## src/verilog/acr_cfg.svh

```systemverilog
`ifndef ACR_CFG_SVH
`define ACR_CFG_SVH

// -----------------------------------------------------------------------
// register indices (byte address is four times the index)
// -----------------------------------------------------------------------
`define ACR_IDX_FEAT      10'h324
`define ACR_IDX_CTL       10'h326
`define ACR_IDX_VEC       10'h328
`define ACR_IDX_MCHDR     10'h330

// -----------------------------------------------------------------------
// fields and values
// -----------------------------------------------------------------------
`define ACR_CTL_SRC       0
`define ACR_CTL_XLAT      1
`define ACR_CTL_REQRD     2
`define ACR_CTL_CPLRD     3
`define ACR_CTL_UPFWD     4
`define ACR_CTL_EGRESS    5
`define ACR_CTL_DIRECT    6
`define ACR_CTL_WMASK     16'h007F
`define ACR_CTL_RST       16'h0000
`define ACR_VEC_RST       16'h0000
`define ACR_FEAT_FLAGS    7'h7F
`define ACR_MASK_SIZE     8'h10
`define ACR_CAP_ID        16'h0012
`define ACR_CAP_VER       4'h1
`define ACR_NXT_RST       12'h000
`define ACR_RESP_OKAY     2'h0
`define ACR_RESP_DECERR   2'h3
`endif

```

## src/verilog/acr_pkg.sv

```systemverilog
package acr_pkg;
  // write channel progress, one-hot
  typedef enum logic [1:0] {
    acr_w_idle = 2'b01,
    acr_w_resp = 2'b10
  } acr_wstate_t;
endpackage : acr_pkg

```

## src/verilog/acr_wmask.sv

```systemverilog
`timescale 1ns/1ps
module acr_wmask (
  // port configuration
  input  wire logic [3:0]  port_num,
  input  wire logic        port_merged,
  // writable vector bits
  output logic      [15:0] vec_wmask
);
  // -----------------------------------------------------------------------
  // per-bit writability
  // -----------------------------------------------------------------------
  wire       even_merged = port_merged & ~port_num[0];
  wire [3:0] pair_num    = port_num + 4'h1;
  genvar n;
  generate
    for (n = 0; n < 16; n = n + 1) begin : g_bit
      // own bit, and on an even merged port the partner bit above it, are hardwired zero
      assign vec_wmask[n] = ~(port_num == 4'(n)) &
                            ~(even_merged & (pair_num == 4'(n)));
    end
  endgenerate
endmodule : acr_wmask

```

## src/verilog/acr_egress_check.sv

```systemverilog
`timescale 1ns/1ps
module acr_egress_check (
  // clock and reset
  input  wire logic        aclk,
  input  wire logic        aresetn,
  input  wire logic        ce,
  // request under inspection
  input  wire logic        req_valid,
  input  wire logic        req_p2p,
  input  wire logic [3:0]  req_target,
  input  wire logic [15:0] block_mask,
  // verdict, one cycle later
  output logic             egress_hit
);
  // -----------------------------------------------------------------------
  // target lookup
  // -----------------------------------------------------------------------
  wire next_hit = req_valid & req_p2p & block_mask[req_target];

  // registered so the verdict meets the forwarding pipe cleanly
  always_ff @(posedge aclk) begin
    if (!aresetn) begin
      egress_hit <= 1'b0;
    end else if (ce) begin
      egress_hit <= next_hit;
    end
  end
endmodule : acr_egress_check

```

## src/verilog/acr_regs.sv

```systemverilog
// Added by the designer: register access over AXI4-Lite.
`timescale 1ns/1ps
`include "acr_cfg.svh"
module acr_regs (
  // clock, reset, enable
  input  wire logic        aclk,
  input  wire logic        aresetn,
  input  wire logic        ce,
  // axi4-lite write address
  input  wire logic [11:0] s_axi_awaddr,
  input  wire logic        s_axi_awvalid,
  output logic             s_axi_awready,
  // axi4-lite write data
  input  wire logic [31:0] s_axi_wdata,
  input  wire logic [3:0]  s_axi_wstrb,
  input  wire logic        s_axi_wvalid,
  output logic             s_axi_wready,
  // axi4-lite write response
  output logic      [1:0]  s_axi_bresp,
  output logic             s_axi_bvalid,
  input  wire logic        s_axi_bready,
  // axi4-lite read address
  input  wire logic [11:0] s_axi_araddr,
  input  wire logic        s_axi_arvalid,
  output logic             s_axi_arready,
  // axi4-lite read data
  output logic      [31:0] s_axi_rdata,
  output logic      [1:0]  s_axi_rresp,
  output logic             s_axi_rvalid,
  input  wire logic        s_axi_rready,
  // port configuration, same clock
  input  wire logic [3:0]  port_num,
  input  wire logic        port_downstream,
  input  wire logic        port_merged,
  input  wire logic        nxt_unlock,
  // egress request check
  input  wire logic        req_valid,
  input  wire logic        req_p2p,
  input  wire logic [3:0]  req_target,
  output logic             egress_hit,
  // forwarding enables
  output logic             src_validate_en,
  output logic             xlat_block_en,
  output logic             req_redirect_en,
  output logic             cpl_redirect_en,
  output logic             up_forward_en,
  output logic             egress_ctl_en,
  output logic             direct_xlat_en,
  output logic      [15:0] egress_block_mask
);
  // -----------------------------------------------------------------------
  // storage
  // -----------------------------------------------------------------------
  logic [15:0]         acs_enable_control;
  logic [15:0]         egress_block_vector;
  logic [11:0]         next_pointer;
  acr_pkg::acr_wstate_t wstate;
  logic [9:0]          aw_idx;
  logic                aw_have;
  logic [31:0]         w_data;
  logic [3:0]          w_strb;
  logic                w_have;

  // -----------------------------------------------------------------------
  // masks and decode
  // -----------------------------------------------------------------------
  logic [15:0] vec_wmask;

  acr_wmask u_wmask (
    .port_num    (port_num),
    .port_merged (port_merged),
    .vec_wmask   (vec_wmask)
  );

  // byte lanes of the low half-word, and of the next pointer bits 31:20
  wire [15:0] strb16   = {{8{w_strb[1]}}, {8{w_strb[0]}}};
  wire [11:0] strb_hi  = {{8{w_strb[3]}}, {4{w_strb[2]}}};
  // upstream ports keep every enable read-only
  wire [15:0] ctl_wm   = port_downstream ? `ACR_CTL_WMASK : 16'h0000;
  wire [15:0] ctl_m    = ctl_wm & strb16;
  wire [15:0] vec_m    = vec_wmask & strb16;
  wire [11:0] nxt_m    = nxt_unlock ? strb_hi : 12'h000;

  wire do_write  = (wstate == acr_pkg::acr_w_idle) & aw_have & w_have;
  wire wr_feat   = aw_idx == `ACR_IDX_FEAT;
  wire wr_ctl    = aw_idx == `ACR_IDX_CTL;
  wire wr_vec    = aw_idx == `ACR_IDX_VEC;
  wire wr_hdr    = aw_idx == `ACR_IDX_MCHDR;
  wire wr_mapped = wr_feat | wr_ctl | wr_vec | wr_hdr;

  // masked merge: protected bits keep their old value
  wire [15:0] next_ctl = (acs_enable_control & ~ctl_m) |
                         (w_data[15:0] & ctl_m);
  wire [15:0] next_vec = (egress_block_vector & ~vec_m) |
                         (w_data[15:0] & vec_m);
  wire [11:0] next_nxt = (next_pointer & ~nxt_m) |
                         (w_data[31:20] & nxt_m);

  // -----------------------------------------------------------------------
  // read views
  // -----------------------------------------------------------------------
  // masking on read too, so a later port renumbering never exposes stale bits
  wire [15:0] ctl_view = acs_enable_control & `ACR_CTL_WMASK;
  wire [15:0] vec_view = egress_block_vector & vec_wmask;
  wire [31:0] hdr_word = {next_pointer, `ACR_CAP_VER,
                          `ACR_CAP_ID};
  wire [15:0] feat_raw = {`ACR_MASK_SIZE, 1'b0, `ACR_FEAT_FLAGS};
  wire [15:0] feat_word = port_downstream ? feat_raw : 16'h0000;

  wire [9:0] ar_idx    = s_axi_araddr[11:2];
  wire       rd_feat   = ar_idx == `ACR_IDX_FEAT;
  wire       rd_ctl    = ar_idx == `ACR_IDX_CTL;
  wire       rd_vec    = ar_idx == `ACR_IDX_VEC;
  wire       rd_hdr    = ar_idx == `ACR_IDX_MCHDR;
  wire       rd_mapped = rd_feat | rd_ctl | rd_vec | rd_hdr;
  wire [31:0] rd_word  = rd_ctl  ? {16'h0000, ctl_view}  :
                         rd_vec  ? {16'h0000, vec_view}  :
                         rd_feat ? {16'h0000, feat_word} :
                         rd_hdr  ? hdr_word : 32'h0000_0000;

  // -----------------------------------------------------------------------
  // write channels
  // -----------------------------------------------------------------------
  wire aw_take = s_axi_awvalid & s_axi_awready;
  wire w_take  = s_axi_wvalid & s_axi_wready;
  wire b_done  = s_axi_bvalid & s_axi_bready;

  // address and data may arrive in either order; each is held alone
  always_ff @(posedge aclk) begin
    if (!aresetn) begin
      aw_idx        <= 10'h000;
      aw_have       <= 1'b0;
      s_axi_awready <= 1'b1;
    end else if (ce) begin
      if (aw_take) begin
        aw_idx        <= s_axi_awaddr[11:2];
        aw_have       <= 1'b1;
        s_axi_awready <= 1'b0;
      end else if (do_write) begin
        aw_have       <= 1'b0;
      end else if (b_done) begin
        s_axi_awready <= 1'b1;
      end
    end
  end

  // write data holding register
  always_ff @(posedge aclk) begin
    if (!aresetn) begin
      w_data       <= 32'h0000_0000;
      w_strb       <= 4'h0;
      w_have       <= 1'b0;
      s_axi_wready <= 1'b1;
    end else if (ce) begin
      if (w_take) begin
        w_data       <= s_axi_wdata;
        w_strb       <= s_axi_wstrb;
        w_have       <= 1'b1;
        s_axi_wready <= 1'b0;
      end else if (do_write) begin
        w_have       <= 1'b0;
      end else if (b_done) begin
        s_axi_wready <= 1'b1;
      end
    end
  end

  // response follows both halves; one write outstanding at a time
  always_ff @(posedge aclk) begin
    if (!aresetn) begin
      wstate       <= acr_pkg::acr_w_idle;
      s_axi_bvalid <= 1'b0;
      s_axi_bresp  <= `ACR_RESP_OKAY;
    end else if (ce) begin
      case (wstate)
        acr_pkg::acr_w_idle: begin
          if (do_write) begin
            wstate       <= acr_pkg::acr_w_resp;
            s_axi_bvalid <= 1'b1;
            s_axi_bresp  <= wr_mapped ? `ACR_RESP_OKAY : `ACR_RESP_DECERR;
          end
        end
        acr_pkg::acr_w_resp: begin
          if (b_done) begin
            wstate       <= acr_pkg::acr_w_idle;
            s_axi_bvalid <= 1'b0;
          end
        end
        default: begin
          wstate       <= acr_pkg::acr_w_idle;
          s_axi_bvalid <= 1'b0;
        end
      endcase
    end
  end

  // -----------------------------------------------------------------------
  // register updates
  // -----------------------------------------------------------------------
  // feature word is constant, so a write to it is accepted and dropped
  always_ff @(posedge aclk) begin
    if (!aresetn) begin
      acs_enable_control  <= `ACR_CTL_RST;
      egress_block_vector <= `ACR_VEC_RST;
      next_pointer        <= `ACR_NXT_RST;
    end else if (ce && do_write) begin
      if (wr_ctl) begin
        acs_enable_control <= next_ctl;
      end
      if (wr_vec) begin
        egress_block_vector <= next_vec;
      end
      if (wr_hdr) begin
        next_pointer <= next_nxt;
      end
    end
  end

  // -----------------------------------------------------------------------
  // read channel
  // -----------------------------------------------------------------------
  wire ar_take = s_axi_arvalid & s_axi_arready;
  wire r_done  = s_axi_rvalid & s_axi_rready;

  // data captured at address acceptance, held until taken
  always_ff @(posedge aclk) begin
    if (!aresetn) begin
      s_axi_arready <= 1'b1;
      s_axi_rvalid  <= 1'b0;
      s_axi_rdata   <= 32'h0000_0000;
      s_axi_rresp   <= `ACR_RESP_OKAY;
    end else if (ce) begin
      if (ar_take) begin
        s_axi_arready <= 1'b0;
        s_axi_rvalid  <= 1'b1;
        s_axi_rdata   <= rd_word;
        s_axi_rresp   <= rd_mapped ? `ACR_RESP_OKAY : `ACR_RESP_DECERR;
      end else if (r_done) begin
        s_axi_arready <= 1'b1;
        s_axi_rvalid  <= 1'b0;
      end
    end
  end

  // -----------------------------------------------------------------------
  // forwarding enables
  // -----------------------------------------------------------------------
  // vector is meaningless without the egress enable, so gate it here
  wire [15:0] next_block = ctl_view[`ACR_CTL_EGRESS] ? vec_view :
                           16'h0000;

  always_ff @(posedge aclk) begin
    if (!aresetn) begin
      src_validate_en   <= 1'b0;
      xlat_block_en     <= 1'b0;
      req_redirect_en   <= 1'b0;
      cpl_redirect_en   <= 1'b0;
      up_forward_en     <= 1'b0;
      egress_ctl_en     <= 1'b0;
      direct_xlat_en    <= 1'b0;
      egress_block_mask <= 16'h0000;
    end else if (ce) begin
      src_validate_en   <= ctl_view[`ACR_CTL_SRC];
      xlat_block_en     <= ctl_view[`ACR_CTL_XLAT];
      req_redirect_en   <= ctl_view[`ACR_CTL_REQRD];
      cpl_redirect_en   <= ctl_view[`ACR_CTL_CPLRD];
      up_forward_en     <= ctl_view[`ACR_CTL_UPFWD];
      egress_ctl_en     <= ctl_view[`ACR_CTL_EGRESS];
      direct_xlat_en    <= ctl_view[`ACR_CTL_DIRECT];
      egress_block_mask <= next_block;
    end
  end

  // the check looks at the live mask, one cycle ahead of the output copy
  acr_egress_check u_check (
    .aclk       (aclk),
    .aresetn    (aresetn),
    .ce         (ce),
    .req_valid  (req_valid),
    .req_p2p    (req_p2p),
    .req_target (req_target),
    .block_mask (next_block),
    .egress_hit (egress_hit)
  );
endmodule : acr_regs

```

## config.mk

```make
export PLATFORM = sky130hd
export DESIGN_NAME = acr_regs
export DESIGN_NICKNAME = d
export VERILOG_FILES = /design/src/verilog/acr_pkg.sv /design/src/verilog/acr_wmask.sv /design/src/verilog/acr_egress_check.sv /design/src/verilog/acr_regs.sv
export VERILOG_INCLUDE_DIRS = /design/src /design/src/verilog
export SDC_FILE = /design/constraint.sdc
export NUM_CORES = 1
export LEC_CHECK = 0
export BUFFER_PORTS_ARGS = -buffer_cell sky130_fd_sc_hd__buf_2
export CORE_ASPECT_RATIO = 1.5
export CORE_UTILIZATION = 23
export CTS_BUF_LIST = sky130_fd_sc_hd__clkbuf_8 sky130_fd_sc_hd__clkbuf_16
export DETAILED_ROUTE_END_ITERATION = 10
export PLACE_DENSITY = 0.45
export SLEW_MARGIN = 15
export SYNTH_ARGS = -nofsm -noshare
export SYNTH_HDL_FRONTEND = slang
export SYNTH_HIERARCHICAL = 1
export SYNTH_SLANG_ARGS = --single-unit
```

## constraint.sdc

```tcl
create_clock -name aclk -period 3.1 [get_ports aclk]
set_clock_uncertainty 0.05 [all_clocks]
set_input_delay 0.775 -clock aclk [delete_from_list [all_inputs] [get_ports aclk]]
set_output_delay 0.775 -clock aclk [all_outputs]
set_load 0.005 [all_outputs]
```

==> run metrics, run 1 <==
CTS tree=built; Slew Viols, Final=0; drt drc=0; GRT Util Overall=14.7%; pin count of the biggest net entering global routing=77; unrepaired setup endpoints after global routing=false; Root Driver=clkbuf_16; Slew @ Worst Pin=0.916 ns; CP endpoint kind=register; final hold violations=0; adder-cell area share of the yosys netlist=0%; Max Cap Violations=0; area share of the largest cell type after synthesis=47.6%; H-Tree Depth=4; outcome=finished clean; WP data required=3.42 ns; drt pass-1 iters=4; post-cts hold buffer count=0; first-pass GRT wire length=28700 um; die area=26200 sq um; Setup TNS=0 ns; layout net count=876; fin crit share=69.8%; synthesized-area fraction occupied by xor and xnor cells=0.149%; Critical Path Source Type=input port; Post-synth EDFFs=0; Clk Latency, worst-skew pair=0.42 ns; Die Span Y=198 um; ys flop type=dfxtp_1; register area=2800 sq um; Core Region=25100 sq um; Seq/Total Area, Yosys=47.6%; Syn Inst Count=676; clk sinks=140; proportion of synthesized area in mux cells=11.3%; share of cells above drive strength 1=23.9%; Detail Route Antenna Nets=0; Ports=146; Peak supply drop=352 uV; most frequent cell after synthesis=nand2_1; row cnt=71; simple-gate portion of the synthesized area=26.0%; Synth-to-Final Area Change=26.1%; Die Width=133 um; Port Buffers=134; crit path kind=input port to register; DP HPWL=13500 um; Post-Place Cells=1104; endpoints failing setup=0; Vias=5103; Worst Path Arrival=2.48 ns; gpl congestion=0.756; grt ovf=0; initial antenna violation count=1; Inserted Clock Buffers=17; Max FO, Critical Path=8; antenna diode count=0; post-cts resize count=0; # Post-CTS Setup Buffers=0; multi-input logic area=2860 sq um; #FFs+latches synth=140; synthesized area=5880 sq um; Clock Path Buffers=2; Power Density=555 nW/um^2; synth top area cells=dfxtp_1 48%, nand2_1 12%, mux2i_1 10%; Unique masters post-synth=58; main combinational cell family by area after synthesis=simple AND/OR/NAND/NOR gates; Leak Pwr=3.12 nW; hold slack=0.397 ns; drt wl/cell=16.4 um; total wire length=18700 um; synth cell count leaders=187 x nand2_1, 140 x dfxtp_1, 61 x mux2i_1, 49 x a21oi_1, 32 x nor2_1; Worst Hold Class=register to register; Slew HR=38.9%; fill cell count=2712; ys async rst share=0%; min Tclk post-route=2.17 ns; Synth Area in Compound Gates=10.9%; vias in the first global route=5065; Non-Filler Instances=1135; syn_area_per_cell=8.70 sq um; fmax=462 MHz; Yosys warnings=6; First DRT Iteration DRCs=133; Clock transition at path regs=0.06 ns; DR vias/cell=4.50; Starting Density=23.4%; leading area contributor after synthesis=dfxtp_1
## critical path, stage by stage
cell	delay [ns]
buf_2	0.15
nor4b_2	0.58
nand4_1	0.51
o21ai_0	0.31
and2_1	0.14
## path summary, 6_finish.rpt
path,start,end,slack [ns],cells after the start
worst max-delay path,s_axi_araddr[3],s_axi_rdata[15]$_SDFFE_PN0P_,0.93,5
worst min-delay path,s_axi_rdata[6]$_SDFFE_PN0P_,s_axi_rdata[6]$_SDFFE_PN0P_,0.40,2
worst min register to register,s_axi_rdata[6]$_SDFFE_PN0P_,s_axi_rdata[6]$_SDFFE_PN0P_,0.40,2
worst max register to register,aw_idx[4]$_SDFFE_PN0P_,register,1.21,4
## metal layers
metal | vias to the layer above | wire [um] | global-route usage [%]
met5 | - | 8 | 0
met4 | 2 | 283 | 5.24
met1 | 2399 | 7560 | 16.2
li1 | 2561 | - | -
met3 | 22 | 957 | 3.74
met2 | 119 | 9860 | 27.1
## power by group
group	internal, mW	switching (mW)
Combinational	0.0973	0.172
Sequential	1.83	0.0234
Clock	1.19	0.802
Total	3.12	0.998
## cell usage in the layout (no fill, tap or decap), types with 4 or more instances in the layout
cell type and n:
o21ai_0 11, a22o_1 12, nand2_1 187, mux2i_1 61, nand4_1 18, o21ai_1 10, and2_1 9, o22ai_1 7
and3_1 25, inv_1 5, dfxtp_1 140, nand3_1 11, buf_4 7, clkbuf_16 17, a21oi_1 49, nand2b_1 4
a31oi_1 4, buf_2 134, nor2_1 32, clkinv_2 4
## logic make-up after synthesis
logic type	count (synthesis)
simple gates	313
flops	140
compound gates	107
mux	64
buf+inv	50
xor+xnor	1
other cells	1
## area by class of cell
type / count / share of cell area, %
clock buffers: 18 / 5.92
well taps: 328 / 5.53
flip-flops and latches: 140 / 37.8
inverters: 5 / 0.253
multi-input cells: 488 / 38.5
repair buffers: 143 / 10.3
clock inverters: 13 / 1.72
## metrics by stage
step                utilization [%]  total power, mW  cell area (sq um)  setup slack (ns)
finish                         29.5             4.12               7420             0.935
detailed placement             27.3             2.17               6850             0.481
floorplan                         -             2.05               5890             0.888
global placement               27.3             2.17               6850             0.518
global route                   29.5             4.29               7420             0.779
CTS                            29.5             4.18               7420             0.920
Note: power is estimated with default switching activity, not from simulation.
==> inputs of run 2 (changes only) <==
--- a/config.mk
+++ b/config.mk
@@ -11,7 +11,7 @@
 export CORE_UTILIZATION = 23
 export CTS_BUF_LIST = sky130_fd_sc_hd__clkbuf_8 sky130_fd_sc_hd__clkbuf_16
 export DETAILED_ROUTE_END_ITERATION = 10
-export PLACE_DENSITY = 0.45
+export PLACE_DENSITY = 0.46
 export SLEW_MARGIN = 15
 export SYNTH_ARGS = -nofsm -noshare
 export SYNTH_HDL_FRONTEND = slang
==> constraint.sdc (replaced) <==
create_clock -name aclk -period 1.75 [get_ports aclk]
set_clock_uncertainty 0.05 [all_clocks]
set_input_delay 0.4375 -clock aclk [delete_from_list [all_inputs] [get_ports aclk]]
set_output_delay 0.4375 -clock aclk [all_outputs]
set_load 0.005 [all_outputs]
==> run metrics, run 2 (synthesized netlist as in run 1, its figures left out) <==
worst-path cell chain=nand4bb_4, or4_4, nor2_8, mux2i_1; Starting Density=23.4% (unchanged); Max Cap Violations=0 (unchanged); pin count of the biggest net entering global routing=72 (-6.5%); Clock Path Buffers=2 (unchanged); vias in the first global route=5149 (+1.7%); reg2reg setup slack=0.06 ns (-1.15 ns); crit path kind=register to register; first-pass GRT wire length=29000 um (+0.94%); commonest non-fill, non-tap cell in the layout=nand2_1; Post-Place Cells=1172 (+6.2%); First DRT Iteration DRCs=219 (+65%); drt drc=0 (unchanged); grt ovf=0 (unchanged); initial antenna violation count=0 (-1); register area=2810 sq um (+0.18%); Worst Path Arrival=1.99 ns (-0.49 ns); Final Cell Area=8070 sq um (+8.8%); Root Driver=clkbuf_16; outcome=finished clean; multi-input logic area=2890 sq um (+1.3%); Non-Filler Instances=1202 (+5.9%); Synth-to-Final Area Change=37.2%; WP data required=2.05 ns (-1.37 ns); Worst path max stage delay=0.57 ns (about the same); fin crit share=96.3%; Core Region=25100 sq um (unchanged); fmax=593 MHz; row cnt=71 (unchanged); DR vias/cell=4.45 (-1.0%); total wire length=18800 um (+0.77%); Port Buffers=134 (unchanged); CP endpoint kind=register; Slew Viols, Final=0 (unchanged); unrepaired setup endpoints after global routing=true; min Tclk post-route=1.69 ns; Die Span Y=198 um (unchanged); Hold Path Stages=3 (+1); fill cell count=2687 (-0.92%); Vias=5348 (+4.8%); Detail Route Antenna Nets=0 (unchanged); Clk Latency, worst-skew pair=0.42 ns (about the same); Max FO, Critical Path=8 (unchanged); Slew @ Worst Pin=0.830 ns (-0.0859 ns); commonest non-fill, non-tap cells in the layout=187 x nand2_1, 136 x dfxtp_1, 134 x buf_2, 72 x buf_4, 61 x mux2i_1; Worst Hold Class=input port to register; Die Width=133 um (unchanged); GRT Util Overall=14.7% (about the same); Worst Hold Launch=s_axi_awaddr[9]; Crit Reg-Reg Startpoint=aw_idx[6]$_SDFFE_PN0P_; layout net count=944 (+7.8%); Critical Path Source Type=register; Inserted Clock Buffers=17 (unchanged); post-cts hold buffer count=0 (unchanged); DP HPWL=14100 um (+4.1%); final hold violations=0 (unchanged); Post-DP Area=7380 sq um (+7.8%); clk sinks=140 (unchanged); antenna diode count=0 (unchanged); CTS tree=built; die area=26200 sq um (unchanged); share of cells above drive strength 1=31.0% (+7.1 points); r2r worst-path depth=4 (unchanged); Setup TNS=0 ns (unchanged); Slew HR=44.6% (+5.8 points); drt wl/cell=15.7 um (-4.9%); drt pass-1 iters=4 (unchanged); Clock transition at path regs=0.06 ns (about the same); hold slack=0.189 ns (-0.208 ns); Peak supply drop=643 uV (+83%); gpl congestion=0.797 (+5.5%); Leak Pwr=3.50 nW (+12%); Ports=146 (unchanged); Power Density=969 nW/um^2 (+75%); Worst path slowest cell=or4_4; endpoints failing setup=0 (unchanged); WHS Endpoint=aw_idx[7]$_SDFFE_PN0P_; H-Tree Depth=4 (unchanged)
-- run 2: cell count changes in the layout (fill, tap and decap cells not counted), sizes merged --
| cell | delta |
|---|---|
| buf | +68 |
| bufinv | +3 |
| clkbuf | +1 |
| clkinv | -1 |
| clkinvlp | -1 |
| inv | -3 |
-- run 2: final cells by class --
| type | instances | share of cell area (%) |
|---|---|---|
| multi-input combinational | 488 | 35.9 |
| timing repair buffer | 211 | 16.0 |
| tap | 328 | 5.09 |
| clock buffer | 19 | 5.61 |
| sequential | 140 | 34.8 |
| clock inverter | 11 | 2.39 |
| inverter | 5 | 0.233 |
-- run 2: per-stage QoR --
step | util (%) | setup WS (ns) | power, mW
final | 32.1 | 0.0641 | 7.82
after global routing | 32.1 | -0.0329 | 8.14
after CTS | 31.9 | 0.0397 | 7.95
after detailed placement | 29.4 | -0.290 | 3.92
after global placement | 29.4 | -0.280 | 3.92
after floorplan | - | -0.0732 | 3.62
-- run 2: worst max path at each step --
| stage | startpoint | to | slack [ns] | depth (start not counted) |
|---|---|---|---|---|
| floorplan | port_num[0] | u_check/egress_hit$_SDFFE_PN0P_ | -0.07 | 7 |
| global route | aw_idx[6]$_SDFFE_PN0P_ | register | -0.03 | 6 |
| global placement | port_num[0] | u_check/egress_hit$_SDFFE_PN0P_ | -0.28 | 8 |
| CTS | aw_idx[4]$_SDFFE_PN0P_ | register | 0.04 | 5 |
| detailed placement | port_num[1] | u_check/egress_hit$_SDFFE_PN0P_ | -0.29 | 8 |
| finish | aw_idx[6]$_SDFFE_PN0P_ | register | 0.06 | 4 |
-- run 2: metal layers --
metal | track usage [%] | vias up | share of wire, % | wire length [um]
met1 | 16.9 | 2510 | 43 | 8120
met4 | 6.13 | 0 | 2.2 | 406
li1 | - | 2697 | - | -
met3 | 3.10 | 20 | 3.5 | 655
met2 | 26.2 | 121 | 51 | 9630
met5 | 0 | - | 0 | 0
-- run 2: timing repair --
item | 4_1_cts | 5_1_grt
endpoints found under the setup margin | 8 | 48
pin swaps | 2 | 3
resized for setup | 0 | 10
setup buffers | 0 | 0
-- run 2: worst max-delay path: cells and delay by family, from the launching register on --
kind          cells  cell delay [ns]
mux               1             0.21
flops             1             0.32
simple gates      3             1.02
-- run 2: report_power, final --
part | total (mW) | internal (mW) | switching [mW]
Clock | 3.98 | 2.59 | 1.39
Sequential | 3.29 | 3.25 | 0.0387
Combinational | 0.558 | 0.235 | 0.324
